==> src/hw/bpor_defs.svh <==
// timing counts and pin reset values for the brown-out / power-on sequencer
// assumes a 250 MHz sys_clk and a 3-flop synchroniser on comparator inputs
`ifndef BPOR_DEFS_SVH
`define BPOR_DEFS_SVH

// =====================================================================
// reset sequence timing
`define BPOR_CLK_MHZ        250
`define BPOR_SEQ_TIME_NS    1000
`define BPOR_SEQ_CYCLES     ((`BPOR_SEQ_TIME_NS * `BPOR_CLK_MHZ) / 1000)

// =====================================================================
// pin reset values
`define BPOR_DIR_INPUT_RST  8'hFF
`define BPOR_AF_ABC_RST     8'h00
`define BPOR_AF_D_RST       8'h01

`endif

==> src/hw/bpor_pkg.sv <==
// types shared by the brown-out / power-on sequencer
// assumes nothing beyond a SystemVerilog compiler
package bpor_pkg;
    // sequencer states
    typedef enum logic [1:0] {
        BPOR_HOLD,
        BPOR_SEQ,
        BPOR_RUN
    } bpor_state_t;
endpackage

==> src/hw/bpor_sequencer.sv <==
// brown-out / power-on reset sequencer with reset cause and pin defaults
// assumes analog comparators arrive asynchronously; one 250 MHz clock
//
// Summary of operation
// - brown-out detect forces system reset immediately
// - reset held while supply below power-on level
// - rise above threshold runs full reset sequence
// - power-on cause bit set when sequence completes
// - brown-out recovery always goes through power-on
// - ports A, B, C reset to inputs
// - ports A, B, C alternate functions off
// - port D pin zero defaults to reset function
`timescale 1ns/10ps
`include "bpor_defs.svh"
module bpor_sequencer
    import bpor_pkg::*;
#(
    parameter int SEQ_CYCLES = `BPOR_SEQ_CYCLES
) (
    input  wire logic       sys_clk,
    input  wire logic       srst,
    input  wire logic       brownoutDetect,   // high: supply unsafe
    input  wire logic       porAbove,         // high: above power-on level
    input  wire logic       causeClear,       // one-cycle clear of cause
    output logic            sysReset,         // internal system reset
    output logic            porCause,         // power-on reset cause bit
    output logic [7:0]      portADirIn,       // 1 = input
    output logic [7:0]      portBDirIn,
    output logic [7:0]      portCDirIn,
    output logic [7:0]      portAAltEn,
    output logic [7:0]      portBAltEn,
    output logic [7:0]      portCAltEn,
    output logic [7:0]      portDAltEn        // bit 0 = external reset
);
    // =================================================================
    // comparator synchronisers
    logic bodSync;   // brown-out level, sys_clk domain
    logic aboveSync; // power-on level, sys_clk domain

    // brown-out assumed active until proven otherwise
    bpor_sync3 #(.RST_VAL(1'b1)) uBod (
        .sys_clk (sys_clk),
        .srst    (srst),
        .asyncIn (brownoutDetect),
        .syncOut (bodSync)
    );

    bpor_sync3 #(.RST_VAL(1'b0)) uAbove (
        .sys_clk (sys_clk),
        .srst    (srst),
        .asyncIn (porAbove),
        .syncOut (aboveSync)
    );

    // =================================================================
    // merged reset request
    logic resetReq;
    // either detector asks for reset; release only once both are clear
    assign resetReq = bodSync | ~aboveSync;

    // =================================================================
    // sequencer state
    bpor_state_t state_q, state_d;
    logic [31:0] cnt_q, cnt_d;      // sequence length counter
    logic        rst_q, rst_d;      // registered system reset
    logic        cause_q, cause_d;  // power-on cause flag
    logic        pinsDef_q, pinsDef_d; // pin defaults being forced

    // next-state logic
    always_comb begin
        state_d   = state_q;
        cnt_d     = cnt_q;
        rst_d     = rst_q;
        cause_d   = cause_q;
        pinsDef_d = pinsDef_q;
        if (causeClear) begin
            cause_d = 1'b0;
        end
        case (state_q)
            BPOR_HOLD: begin
                // held in reset while supply low
                rst_d     = 1'b1;
                pinsDef_d = 1'b1;
                cnt_d     = '0;
                if (!resetReq) begin
                    // same sequence as a cold power-up
                    state_d = BPOR_SEQ;
                end
            end
            BPOR_SEQ: begin
                rst_d = 1'b1;
                if (resetReq) begin
                    state_d = BPOR_HOLD;
                end else if (cnt_q == 32'(SEQ_CYCLES - 1)) begin
                    state_d = BPOR_RUN;
                    rst_d   = 1'b0;
                    // set wins over a same-cycle clear
                    cause_d = 1'b1;
                end else begin
                    cnt_d = cnt_q + 32'd1;
                end
            end
            BPOR_RUN: begin
                pinsDef_d = 1'b0;
                if (resetReq) begin
                    // immediate entry into reset
                    state_d = BPOR_HOLD;
                    rst_d   = 1'b1;
                end
            end
            default: begin
                state_d = BPOR_HOLD;
                rst_d   = 1'b1;
            end
        endcase
    end

    // register only
    always_ff @(posedge sys_clk) begin
        if (srst) begin
            state_q   <= BPOR_HOLD;
            cnt_q     <= '0;
            rst_q     <= 1'b1;
            cause_q   <= 1'b0;
            pinsDef_q <= 1'b1;
        end else begin
            state_q   <= state_d;
            cnt_q     <= cnt_d;
            rst_q     <= rst_d;
            cause_q   <= cause_d;
            pinsDef_q <= pinsDef_d;
        end
    end

    // =================================================================
    // pin reset defaults, registered; software reconfigures elsewhere
    logic [7:0] dirIn_q, dirIn_d;
    logic [7:0] afAbc_q, afAbc_d;
    logic [7:0] afD_q,   afD_d;

    // defaults are driven while reset is in force
    always_comb begin
        dirIn_d = dirIn_q;
        afAbc_d = afAbc_q;
        afD_d   = afD_q;
        if (pinsDef_d) begin
            dirIn_d = `BPOR_DIR_INPUT_RST;
            afAbc_d = `BPOR_AF_ABC_RST;
            afD_d   = `BPOR_AF_D_RST;
        end
    end

    always_ff @(posedge sys_clk) begin
        if (srst) begin
            dirIn_q <= `BPOR_DIR_INPUT_RST;
            afAbc_q <= `BPOR_AF_ABC_RST;
            afD_q   <= `BPOR_AF_D_RST;
        end else begin
            dirIn_q <= dirIn_d;
            afAbc_q <= afAbc_d;
            afD_q   <= afD_d;
        end
    end

    assign sysReset   = rst_q;
    assign porCause   = cause_q;
    assign portADirIn = dirIn_q;
    assign portBDirIn = dirIn_q;
    assign portCDirIn = dirIn_q;
    assign portAAltEn = afAbc_q;
    assign portBAltEn = afAbc_q;
    assign portCAltEn = afAbc_q;
    assign portDAltEn = afD_q;
endmodule

==> src/hw/bpor_sync3.sv <==
// three-flop synchroniser with agreement filter for one comparator level
// assumes the input is asynchronous to sys_clk
`timescale 1ns/10ps
module bpor_sync3 #(
    parameter logic RST_VAL = 1'b1
) (
    input  wire logic sys_clk,
    input  wire logic srst,
    input  wire logic asyncIn,
    output logic      syncOut
);
    // =================================================================
    // synchroniser chain
    logic [2:0] chain_q;  // stage 0 read only by stage 1
    logic [2:0] chain_d;
    logic       out_q;    // filtered level
    logic       out_d;

    // shift in and accept a change once stages 1 and 2 agree
    always_comb begin
        chain_d = {chain_q[1:0], asyncIn};
        out_d   = out_q;
        if (chain_q[1] == chain_q[2]) begin
            out_d = chain_q[2];
        end
    end

    // register only
    always_ff @(posedge sys_clk) begin
        if (srst) begin
            chain_q <= {3{RST_VAL}};
            out_q   <= RST_VAL;
        end else begin
            chain_q <= chain_d;
            out_q   <= out_d;
        end
    end

    assign syncOut = out_q;
endmodule

==> config.mk <==
export PLATFORM = sky130hd
export DESIGN_NAME = bpor_sequencer
export DESIGN_NICKNAME = d
export VERILOG_FILES = /design/src/hw/bpor_pkg.sv /design/src/hw/bpor_sequencer.sv /design/src/hw/bpor_sync3.sv
export VERILOG_INCLUDE_DIRS = /design/src /design/src/hw
export SDC_FILE = /design/constraint.sdc
export NUM_CORES = 1
export LEC_CHECK = 0
export BUFFER_PORTS_ARGS = -buffer_cell sky130_fd_sc_hd__buf_2
export CORE_MARGIN = 2
export CORE_UTILIZATION = 25
export CTS_CLUSTER_SIZE = 28
export DETAILED_ROUTE_END_ITERATION = 10
export GPL_ROUTABILITY_DRIVEN = 0
export GPL_TIMING_DRIVEN = 0
export PLACE_DENSITY = 0.42
export SLEW_MARGIN = 20
export SYNTH_ARGS = -nofsm -noshare
export SYNTH_HDL_FRONTEND = slang
export SYNTH_HIERARCHICAL = 1
export SYNTH_SLANG_ARGS = --single-unit
==> constraint.sdc <==
create_clock -name sys_clk -period 3.61 [get_ports sys_clk]
set_input_delay 0.361 -clock sys_clk [delete_from_list [all_inputs] [get_ports sys_clk]]
set_output_delay 0.361 -clock sys_clk [all_outputs]
set_load 0.02 [all_outputs]
# Word level (Yosys, flattened, before mapping)
# Cells that the tools add are included.
# word_totals
regBits	44
inputBits	5
# classes
addsub	1
n_eq_ne	10
mux	16
bitwise_logic	2
n_reduce_logical	4
# ops
cell	count
$mux 32	2
$pmux 32 s2	1
$add 32x1->32 const B	1
$eq 32x8->1 const B	1
$mux 2	4
$ne 2x2->1 const B	4
$mux 1	7
$pmux 2 s3	1
$reduce_and 3->1	2
$ne 3x3->1 const B	1
$eq 1x1->1	2
$eq 2x1->1 const B	1
$eq 2x2->1 const B	1
$logic_not 2->1	1
$pmux 1 s2	1
$reduce_bool 2->1	1
$not 1->1	1
$or 1x1->1	1

# Logic depth before layout (Yosys ltp)
# Gate-level depths: netlist of run 1.
# depth
ltp_word	4
mapped_depth	9
mapped_depth_nobuf	7

# Cells and area by module
# The synthesis of run 1 kept the hierarchy.
# modules_own_cells
module	n_inst	cells_per_inst	area_per_inst_um2	seq_area_each_um2
bpor_sequencer	1	312	2552.4	720.7
bpor_sync3 at uBod	1	10	115.1	80.1
bpor_sync3 at uAbove	1	10	112.6	80.1

# Worst setup path before layout of run 1
# OpenSTA, ideal clock, no wires.
# synth_path
path_kind	register -> register
from	reg cnt_q[0]
to	reg cnt_q[6]
setup_ns	0.119
t_arrival_ns	2.088
path_slack_ns	1.404
stages_incl_launch_ff	8
period_less_slack_ns	2.206
path_cell_list	dfxtp_1 -> ha_1 -> or4b_4 -> nor4_4 -> a21o_4 -> buf_12 -> o21ai_4 -> o221a_2
# synth_between
elab_chain_len	4
elab_cells_between_ends	7
# synth_lines
element	line	text
start: declaration	bpor_sequencer.sv:64	logic [31:0] cnt_q, cnt_d;
start signal: assignment	bpor_sequencer.sv:128	cnt_q <= cnt_d;
$add 32x1->32	bpor_sequencer.sv:100	cnt_d = cnt_q + 32'd1;
$mux 32	bpor_sequencer.sv:94	end else if (cnt_q == 32'(SEQ_CYCLES - 1)) begin
$mux 32	bpor_sequencer.sv:92	if (resetReq) begin
$pmux 32 s2	bpor_sequencer.sv:79	case (state_q)
# Parallel ways exist; a longest one is shown, timed or not. The select of a mux whose other input is x is not followed.
# A chain may end at the register's enable or synchronous reset.

# Worst setup path after layout of run 1
# layout_path
from	reg cnt_q[0]
to	reg cnt_q[28]
# The elaborated chain is that of the path after synthesis.

==> results of run 1 <==
==> routing by layer <==
layer | track usage, % | part of all wire [%]
met1 | 16.9 | 47
met2 | 20.5 | 47
met5 | 0 | 0
met3 | 2.67 | 4.5
met4 | 2.89 | 1.2
==> how the worst min path moves through the flow <==
stage | startpoint | end | slack [ns] | depth (start not counted)
CTS | brownoutDetect | uBod/chain_q[0] | 0.22 | 2
floorplan | uBod/chain_q[0] | uBod/chain_q[1] | 0.39 | 1
global placement | uBod/chain_q[0] | uBod/chain_q[1] | 0.40 | 1
finish | brownoutDetect | uBod/chain_q[0] | 0.23 | 2
global route | brownoutDetect | uBod/chain_q[0] | 0.22 | 2
detailed placement | uBod/chain_q[0] | uBod/chain_q[1] | 0.40 | 1
==> cell families after synthesis <==
family          count (synthesis)  synth area share [%]
xor+xnor                        1                 0.315
fa+ha+maj                       2                 0.900
other cells                     2                 0.270
mux                             4                  1.44
simple gates                  135                  27.9
buf+inv                        79                  19.8
compound gates                 65                  17.6
flops                          44                  31.7
==> synth_stat cells, types with 4 or more instances <==
| library cell | n | share of area [%] |
|---|---|---|
| a21oi_1 | 12 | 2.2 |
| a22oi_1 | 8 | 2.2 |
| buf_4 | 56 | 15 |
| clkbuf_1 | 7 | 0.95 |
| dfxtp_1 | 44 | 32 |
| inv_1 | 9 | 1.2 |
| mux2i_1 | 4 | 1.4 |
| nand2_1 | 34 | 4.6 |
| nand3_1 | 15 | 2.7 |
| nand4_1 | 11 | 2.5 |
| nor2_1 | 18 | 2.4 |
| nor2b_1 | 7 | 1.6 |
| nor3_1 | 4 | 0.72 |
| nor4_1 | 11 | 2.5 |
| o211ai_1 | 4 | 1.1 |
| o21ai_0 | 4 | 0.72 |
| o21ai_1 | 4 | 0.72 |
| o31ai_1 | 6 | 1.6 |
| or4_1 | 8 | 2.2 |
==> registers in the layout, indices dropped and copies added, names as in the netlist <==
name,cells
sysReset,1
porCause,1
cnt_q,32
uAbove/chain_q,3
uBod/chain_q,3
state_q,2
uBod/syncOut,1
uAbove/syncOut,1
==> area by class of cell <==
cell class	count	area (um2)
inverter	9	33.8
tap	140	175
fill	1177	7540
buffer	70	518
sequential	44	881
clock buffer	6	72.6
clock inverter	2	35.0
timing repair buffer	6	30.0
multi-input combinational	263	1550
==> where the power goes <==
part / total, mW / internal [mW] / switching, mW / leakage, nW
Combinational: 0.109 / 0.0441 / 0.0653 / 0.845
Sequential: 0.489 / 0.488 / 0.00101 / 0.355
Clock: 0.385 / 0.206 / 0.179 / 0.0552
Total: 0.983 / 0.737 / 0.245 / 1.26
==> flow_metrics.env, run 1 <==
export IMPL_status="completed"
export IMPL_power_total_mw=0.983
export IMPL_syn_area_mm2=0.00278
export IMPL_arrival_ns=3.02
export IMPL_wire_per_inst_um=13.1
export IMPL_final_area_mm2=0.00330
export IMPL_io_pins=63
export IMPL_yosys_most_used_dff="dfxtp_1"
export IMPL_syn2layout_area_growth_pct=18.5
export IMPL_core_mm2=0.0108
export IMPL_io_buffers=6
export IMPL_p_per_area_mw_per_mm2=298
export IMPL_whs_ns=0.230
export IMPL_drive_above_1_share_pct=23.5
export IMPL_crit_fanout=7
export IMPL_leakagePower_nw=1.26
export IMPL_tightest_slew_ns=0.970
export IMPL_tns_ns=0
export IMPL_start_kind="flop"
export IMPL_hold_class="input pin to flop"
export IMPL_hold_violations=0
export IMPL_crit_path_start="cnt_q[0]"
export IMPL_layout_common_cells="56 x buf_4, 56 x conb_1, 44 x dfxtp_1"
export IMPL_postSynthAreaPerCell_um2=8.37
export IMPL_cts_root_buf="clkbuf_8"
export IMPL_row_count=38
export IMPL_first_global_vias=2226
export IMPL_grt_pass1_wl_mm=11.6
export IMPL_critPathSlowestCell="nor4_1"
export IMPL_final_nets=406
export IMPL_insertion_delay_ns=0.30
export IMPL_clock_sinks=44
export IMPL_synthArstFlopShare_pct=0
export IMPL_rr_worst_depth=6
export IMPL_synth_edf_count=0
export IMPL_drc=0
export IMPL_placed_cell_area_mm2=0.00319
export IMPL_period_minus_slack_ns=2.77
export IMPL_post_route_period_util_pct=76.6
export IMPL_syn_inst=332
export IMPL_grt_max_degree=17
export IMPL_cp_end_kind="flop"
export IMPL_stdcell_count=540
export IMPL_ir_drop_mv=0.147
export IMPL_cts_setup_buffers=0
export IMPL_fin_util_pct=30.4
export IMPL_ant_nets=0
export IMPL_setup_ws_ns=0.843
export IMPL_cts_tree="built"
export IMPL_cts_hold_buf=0
export IMPL_r2r_start="cnt_q[0]"
export IMPL_initial_core_util_pct=25.6
export IMPL_antenna_cells=0
export IMPL_drt_initial_drc_count=109
export IMPL_drv_cap=0
export IMPL_clockBufferDepth=2
export IMPL_synth_warnings=6
export IMPL_crit_end="cnt_q[28]"
export IMPL_cts_resized=0
export IMPL_place_hpwl_mm=5.14
export IMPL_placed_cells=532
export IMPL_die_y_um=109
export IMPL_ys_ff_latch=44
export IMPL_relSlewSlack_pct=35.2
export IMPL_worstPathRequired_ns=3.86
export IMPL_cp_num_cells=6
export IMPL_grt_overflow=0
export IMPL_finalClockSkew_ns=0.00717
export IMPL_crit_chain="ha_1 > nand4_1 > nor4_1 > nand2_1 > or4_2 > nand3_1"
export IMPL_first_pass_iters=4
export IMPL_htree_levels=2
export IMPL_max_freq_mhz=361
export IMPL_r2r_end="cnt_q[28]"
export IMPL_rsz0062_at_grt="false"
export IMPL_ys_types=65
export IMPL_slew_viol_final=0
export IMPL_via_per_inst=4.44
export IMPL_place_ws_ns=0.901
export IMPL_ys_seq_area_share_pct=31.7
export IMPL_path_buf_inv=0
export IMPL_route_vias_total=2396
export IMPL_path_clk_slew_ns=0.09
export IMPL_reg2reg_slack_ns=0.84
export IMPL_totalWireLength_mm=7.08
export IMPL_cts_buffers=5
export IMPL_die_w_um=109
export IMPL_critical_path_max_stage_delay_ns=0.76
export IMPL_die_area_mm2=0.0120
export IMPL_finalSetupViolCount=0
export IMPL_track_usage_pct=12.6
export IMPL_crit_family="simple AND/OR/NAND/NOR gates"
export IMPL_antenna_found_initial=0
export IMPL_setup_worst_path_class="flop to flop"
Note: power is estimated with default switching activity, not from simulation.
==> inputs of run 2 (changes only) <==
==> constraint.sdc (replaced) <==
create_clock -name sys_clk -period 2.9 [get_ports sys_clk]
set_input_delay 0.29 -clock sys_clk [delete_from_list [all_inputs] [get_ports sys_clk]]
set_output_delay 0.29 -clock sys_clk [all_outputs]
set_load 0.02 [all_outputs]
==> run 2 against run 1 <==
Against the previous run: sequential cell count unchanged; highest routed layer unchanged; routed wire length down 0.65%; largest power group unchanged; design area up 0.19%.
==> flow_metrics.env, run 2 (synthesis results as in run 1) <==
export IMPL_cts_buffers=5
export IMPL_p_per_area_mw_per_mm2=371
export IMPL_cts_tree="built"
export IMPL_slew_viol_final=0
export IMPL_track_usage_pct=12.6
export IMPL_stdcell_count=540
export IMPL_cts_root_buf="clkbuf_8"
export IMPL_drt_initial_drc_count=96
export IMPL_hold_class="input pin to flop"
export IMPL_hold_start="brownoutDetect"
export IMPL_via_per_inst=4.44
export IMPL_rsz0062_at_grt="false"
export IMPL_critical_path_max_stage_delay_ns=0.54
export IMPL_relSlewSlack_pct=36.3
export IMPL_largest_register="cnt_q"
export IMPL_worstPathRequired_ns=3.07
export IMPL_totalWireLength_mm=7.03
export IMPL_seqPwrFrac_pct=49.6
export IMPL_hold_violations=0
export IMPL_wire_per_inst_um=13.0
export IMPL_htree_levels=2
export IMPL_ant_nets=0
export IMPL_crit_chain="ha_1 > or4b_4 > nor4_4 > a21oi_1 > a41oi_1 > a211oi_1"
export IMPL_path_buf_inv=0
export IMPL_grt_max_degree=17
export IMPL_crit_fanout=8
export IMPL_die_area_mm2=0.0120
export IMPL_nFillCells=1177
export IMPL_io_buffers=6
export IMPL_die_y_um=109
export IMPL_crit_family="simple AND/OR/NAND/NOR gates"
export IMPL_row_count=38
export IMPL_net_switching_power_mw=0.308
export IMPL_drc=0
export IMPL_layout_common_cells="56 x buf_4, 56 x conb_1, 44 x dfxtp_1"
export IMPL_status="completed"
export IMPL_antenna_found_initial=0
export IMPL_syn2layout_area_growth_pct=18.8
export IMPL_first_global_vias=2226
export IMPL_clockBufferDepth=2
export IMPL_swShare_pct=25.1
export IMPL_final_nets=406
export IMPL_holdPathEnd="uBod/chain_q[0]"
export IMPL_clock_sinks=44
export IMPL_grt_pass1_wl_mm=11.6
export IMPL_start_kind="flop"
export IMPL_cts_setup_buffers=0
export IMPL_whs_path_depth=2
export IMPL_tns_ns=0
export IMPL_critPathSlowestCell="nor4_4"
export IMPL_antenna_cells=0
export IMPL_setup_worst_path_class="flop to flop"
export IMPL_path_clk_slew_ns=0.09
export IMPL_place_hpwl_mm=5.14
export IMPL_io_pins=63
export IMPL_insertion_delay_ns=0.31
export IMPL_arrival_ns=2.77
export IMPL_period_minus_slack_ns=2.60
export IMPL_largest_register_ffs=32
export IMPL_first_pass_iters=4
export IMPL_cp_end_kind="flop"
export IMPL_power_total_mw=1.23
export IMPL_grt_overflow=0
export IMPL_finalClockSkew_ns=0.00600
export IMPL_r2r_start="cnt_q[0]"
export IMPL_drive_above_1_share_pct=23.8
export IMPL_tightest_slew_ns=0.953
export IMPL_core_mm2=0.0108
export IMPL_leakagePower_nw=1.26
export IMPL_p_int_mw=0.918
export IMPL_rr_worst_depth=6
export IMPL_p_comb_share_pct=11.1
export IMPL_die_w_um=109
export IMPL_drv_cap=0
export IMPL_reg2reg_slack_ns=0.30
export IMPL_clkPwrFrac_pct=39.3
export IMPL_max_freq_mhz=384
export IMPL_post_route_period_util_pct=89.7
export IMPL_ir_drop_mv=0.184
export IMPL_initial_core_util_pct=25.6
export IMPL_reg_largest_list="cnt_q x32, uAbove/chain_q x3, uBod/chain_q x3"
export IMPL_finalSetupViolCount=0
export IMPL_route_vias_total=2399
export IMPL_r2r_end="cnt_q[20]"
export IMPL_placed_cells=532
-- run 2: worst max path at each step --
stage / end / from / cells after the start / slack (ns)
3_3_place_gp: cnt_q[28] / cnt_q[0] / 6 / 0.23
3_5_place_dp: cnt_q[28] / cnt_q[0] / 6 / 0.19
2_1_floorplan: cnt_q[6] / cnt_q[0] / 7 / 0.69
6_report: cnt_q[20] / cnt_q[0] / 6 / 0.30
4_1_cts: cnt_q[28] / cnt_q[0] / 6 / 0.19
5_1_grt: cnt_q[21] / state_q[1] / 6 / 0.08
-- run 2: power by group through the flow --
stage	combinational (mW)	sequential (mW)	clock (mW)
after floorplan	0.126	0.622	0
after global placement	0.134	0.622	0
after detailed placement	0.134	0.622	0
after CTS	0.134	0.608	0.501
after global routing	0.148	0.609	0.519
final	0.136	0.608	0.481
-- run 2: layer usage --
| layer | global-route usage [%] | wire (um) |
|---|---|---|
| met3 | 2.67 | 290 |
| met1 | 16.9 | 3400 |
| met4 | 2.89 | 84 |
| met2 | 20.5 | 3250 |
| met5 | 0 | 0 |
-- run 2: cell type report --
| cell class | count | area (um2) | area share (%) |
|---|---|---|---|
| clock buffers | 6 | 72.6 | 2.20 |
| plain buffers | 70 | 518 | 15.7 |
| repair buffers | 6 | 30.0 | 0.909 |
| inverters | 9 | 33.8 | 1.02 |
| well taps | 140 | 175 | 5.31 |
| multi-input cells | 263 | 1560 | 47.1 |
| flip-flops and latches | 44 | 881 | 26.7 |
| clock inverters | 2 | 35.0 | 1.06 |
-- run 2: metrics by stage --
stage          utilization [%]  setup WS (ns)  area [um2]  hold slack [ns]
5_1_grt                   30.5         0.0809        3300            0.148
2_1_floorplan                -          0.694        2980            0.359
6_report                  30.5          0.298        3300            0.157
3_5_place_dp              29.4          0.191        3190            0.399
4_1_cts                   30.4          0.194        3300            0.152
3_3_place_gp              29.4          0.233        3190            0.401
-- run 2: timing repair --
| item | 4_1_cts | 5_1_grt |
|---|---|---|
| hold buffers | 0 | 0 |
| endpoints found under the setup margin | 0 | 1 |
| gates resized for setup | 0 | 1 |
==> inputs of run 3 (changes only) <==
--- a/config.mk
+++ b/config.mk
@@ -14,7 +14,8 @@
 export GPL_ROUTABILITY_DRIVEN = 0
 export GPL_TIMING_DRIVEN = 0
 export PLACE_DENSITY = 0.42
-export SLEW_MARGIN = 20
+export RECOVER_POWER = 50
+export SLEW_MARGIN = 10
 export SYNTH_ARGS = -nofsm -noshare
 export SYNTH_HDL_FRONTEND = slang
 export SYNTH_HIERARCHICAL = 1
==> run 3 against run 2 <==
Against the previous run: design area decreased by 0.42%; register-to-register slack lost 0.06 ns; non-clock buffer count stayed put; maximum frequency down 2.2%; clock-buffer cell count is the same; core utilization fell by 0.13 points; routed wire length up 0.43%; clock skew hardly changed; critical path depth did not move; global-route usage stayed put.
==> flow_metrics.env, run 3 (synthesis results as in run 1) <==
export IMPL_status="completed"
export IMPL_first_pass_iters=4
export IMPL_cp_end_kind="flop"
export IMPL_rr_worst_depth=6
export IMPL_clkPwrFrac_pct=39.3
export IMPL_crit_chain="ha_1 > or4b_1 > nor4_4 > a21oi_1 > a41oi_1 > a211oi_1"
export IMPL_drive_above_1_share_pct=22.5
export IMPL_placed_cell_area_mm2=0.00319
export IMPL_worstPathRequired_ns=3.07
export IMPL_final_area_mm2=0.00329
export IMPL_post_route_period_util_pct=91.7
export IMPL_final_nets=406
export IMPL_cts_setup_buffers=0
export IMPL_insertion_delay_ns=0.31
export IMPL_drc=0
export IMPL_layout_common_cells="56 x buf_4, 56 x conb_1, 44 x dfxtp_1"
export IMPL_grt_max_degree=17
export IMPL_drv_cap=0
export IMPL_io_pins=63
export IMPL_antenna_cells=0
export IMPL_largest_register="cnt_q"
export IMPL_cts_root_buf="clkbuf_8"
export IMPL_relSlewSlack_pct=32.3
export IMPL_net_switching_power_mw=0.308
export IMPL_first_global_vias=2226
export IMPL_p_comb_share_pct=11.1
export IMPL_reg_largest_list="cnt_q x32, uAbove/chain_q x3, uBod/chain_q x3"
export IMPL_via_per_inst=4.47
export IMPL_max_freq_mhz=376
export IMPL_hold_class="input pin to flop"
export IMPL_tightest_slew_ns=1.01
export IMPL_start_kind="flop"
export IMPL_ir_drop_mv=0.183
export IMPL_cts_tree="built"
export IMPL_busiest_layer="met2"
export IMPL_place_hpwl_mm=5.14
export IMPL_core_mm2=0.0108
export IMPL_syn2layout_area_growth_pct=18.3
export IMPL_grt_pass1_wl_mm=11.6
export IMPL_whs_ns=0.158
export IMPL_htree_levels=2
export IMPL_critPathSlowestCell="nor4_4"
export IMPL_die_w_um=109
export IMPL_grt_use_met1_pct=16.9
export IMPL_ant_nets=0
export IMPL_setup_worst_path_class="flop to flop"
export IMPL_cts_buffers=5
export IMPL_leakagePower_nw=1.24
export IMPL_arrival_ns=2.83
export IMPL_totalWireLength_mm=7.06
export IMPL_route_vias_total=2413
export IMPL_crit_fanout=8
export IMPL_clock_sinks=44
export IMPL_hold_violations=0
export IMPL_finalClockSkew_ns=0.00612
export IMPL_largest_register_ffs=32
export IMPL_finalSetupViolCount=0
export IMPL_rsz0062_at_grt="false"
export IMPL_seqPwrFrac_pct=49.6
export IMPL_row_count=38
export IMPL_die_y_um=109
export IMPL_grt_overflow=0
export IMPL_use_met3_pct=2.67
export IMPL_critical_path_max_stage_delay_ns=0.57
export IMPL_die_area_mm2=0.0120
export IMPL_track_usage_pct=12.6
export IMPL_path_clk_slew_ns=0.09
export IMPL_whs_path_depth=2
export IMPL_met2_usage_pct=20.5
export IMPL_antenna_found_initial=0
export IMPL_swShare_pct=25.1
export IMPL_clockBufferDepth=2
export IMPL_slew_viol_final=0
export IMPL_drt_initial_drc_count=93
export IMPL_p_per_area_mw_per_mm2=373
export IMPL_wire_per_inst_um=13.1
export IMPL_initial_core_util_pct=25.6
export IMPL_p_int_mw=0.918
export IMPL_period_minus_slack_ns=2.66
export IMPL_tns_ns=0
export IMPL_io_buffers=6
[run 3: worst paths after layout]
path	startpoint	slack, ns	to
setup reg to reg	cnt_q[0]	0.24	cnt_q[20]
hold reg to reg	uBod/chain_q[0]	0.43	uBod/chain_q[1]
setup / recovery	cnt_q[0]	0.24	cnt_q[20]
hold / removal	brownoutDetect	0.16	uBod/chain_q[0]
[run 3: worst max-delay path, delay by kind of cell, from the launching register on]
family / cells / cell delay, ns
adders and majority gates: 1 / 0.18
DFF: 1 / 0.47
and+or+nand+nor: 2 / 1.08
AOI/OAI and AO/OA: 3 / 0.79
[run 3: cell type report]
type / count / area, um2
fillers: 1182 / 7550
multi-input cells: 263 / 1550
flip-flops and latches: 44 / 881
plain buffers: 70 / 518
well taps: 140 / 175
clock buffers: 6 / 72.6
clock inverters: 2 / 35.0
inverters: 9 / 33.8
repair buffers: 6 / 26.3
[run 3: timing repair]
item | CTS | global route
hold buffers | 0 | 0
gates resized for setup | 0 | 1
endpoints found under the setup margin | 0 | 1
[run 3: layer usage]
metal	up-vias	wire length, um
li1	1237	-
met1	1117	3390
met2	50	3280
met3	9	301
met4	0	89
met5	-	0
[run 3: per-stage QoR]
| step | util [%] | setup WS [ns] | power (mW) | std cells |
|---|---|---|---|---|
| after floorplan | - | 0.694 | 0.748 | 386 |
| after global placement | 29.4 | 0.233 | 0.756 | 532 |
| after detailed placement | 29.4 | 0.191 | 0.756 | 532 |
| after CTS | 30.4 | 0.194 | 1.24 | 540 |
| after global routing | 30.3 | 0.0658 | 1.28 | 540 |
| final | 30.3 | 0.240 | 1.23 | 540 |
[run 3: power by group through the flow]
stage                     logic [mW]  clock network [mW]  registers, mW
after floorplan                0.126                   0          0.622
after global placement         0.134                   0          0.622
after detailed placement       0.134                   0          0.622
after CTS                      0.134               0.501          0.608
after global routing           0.147               0.519          0.609
final                          0.136               0.482          0.608
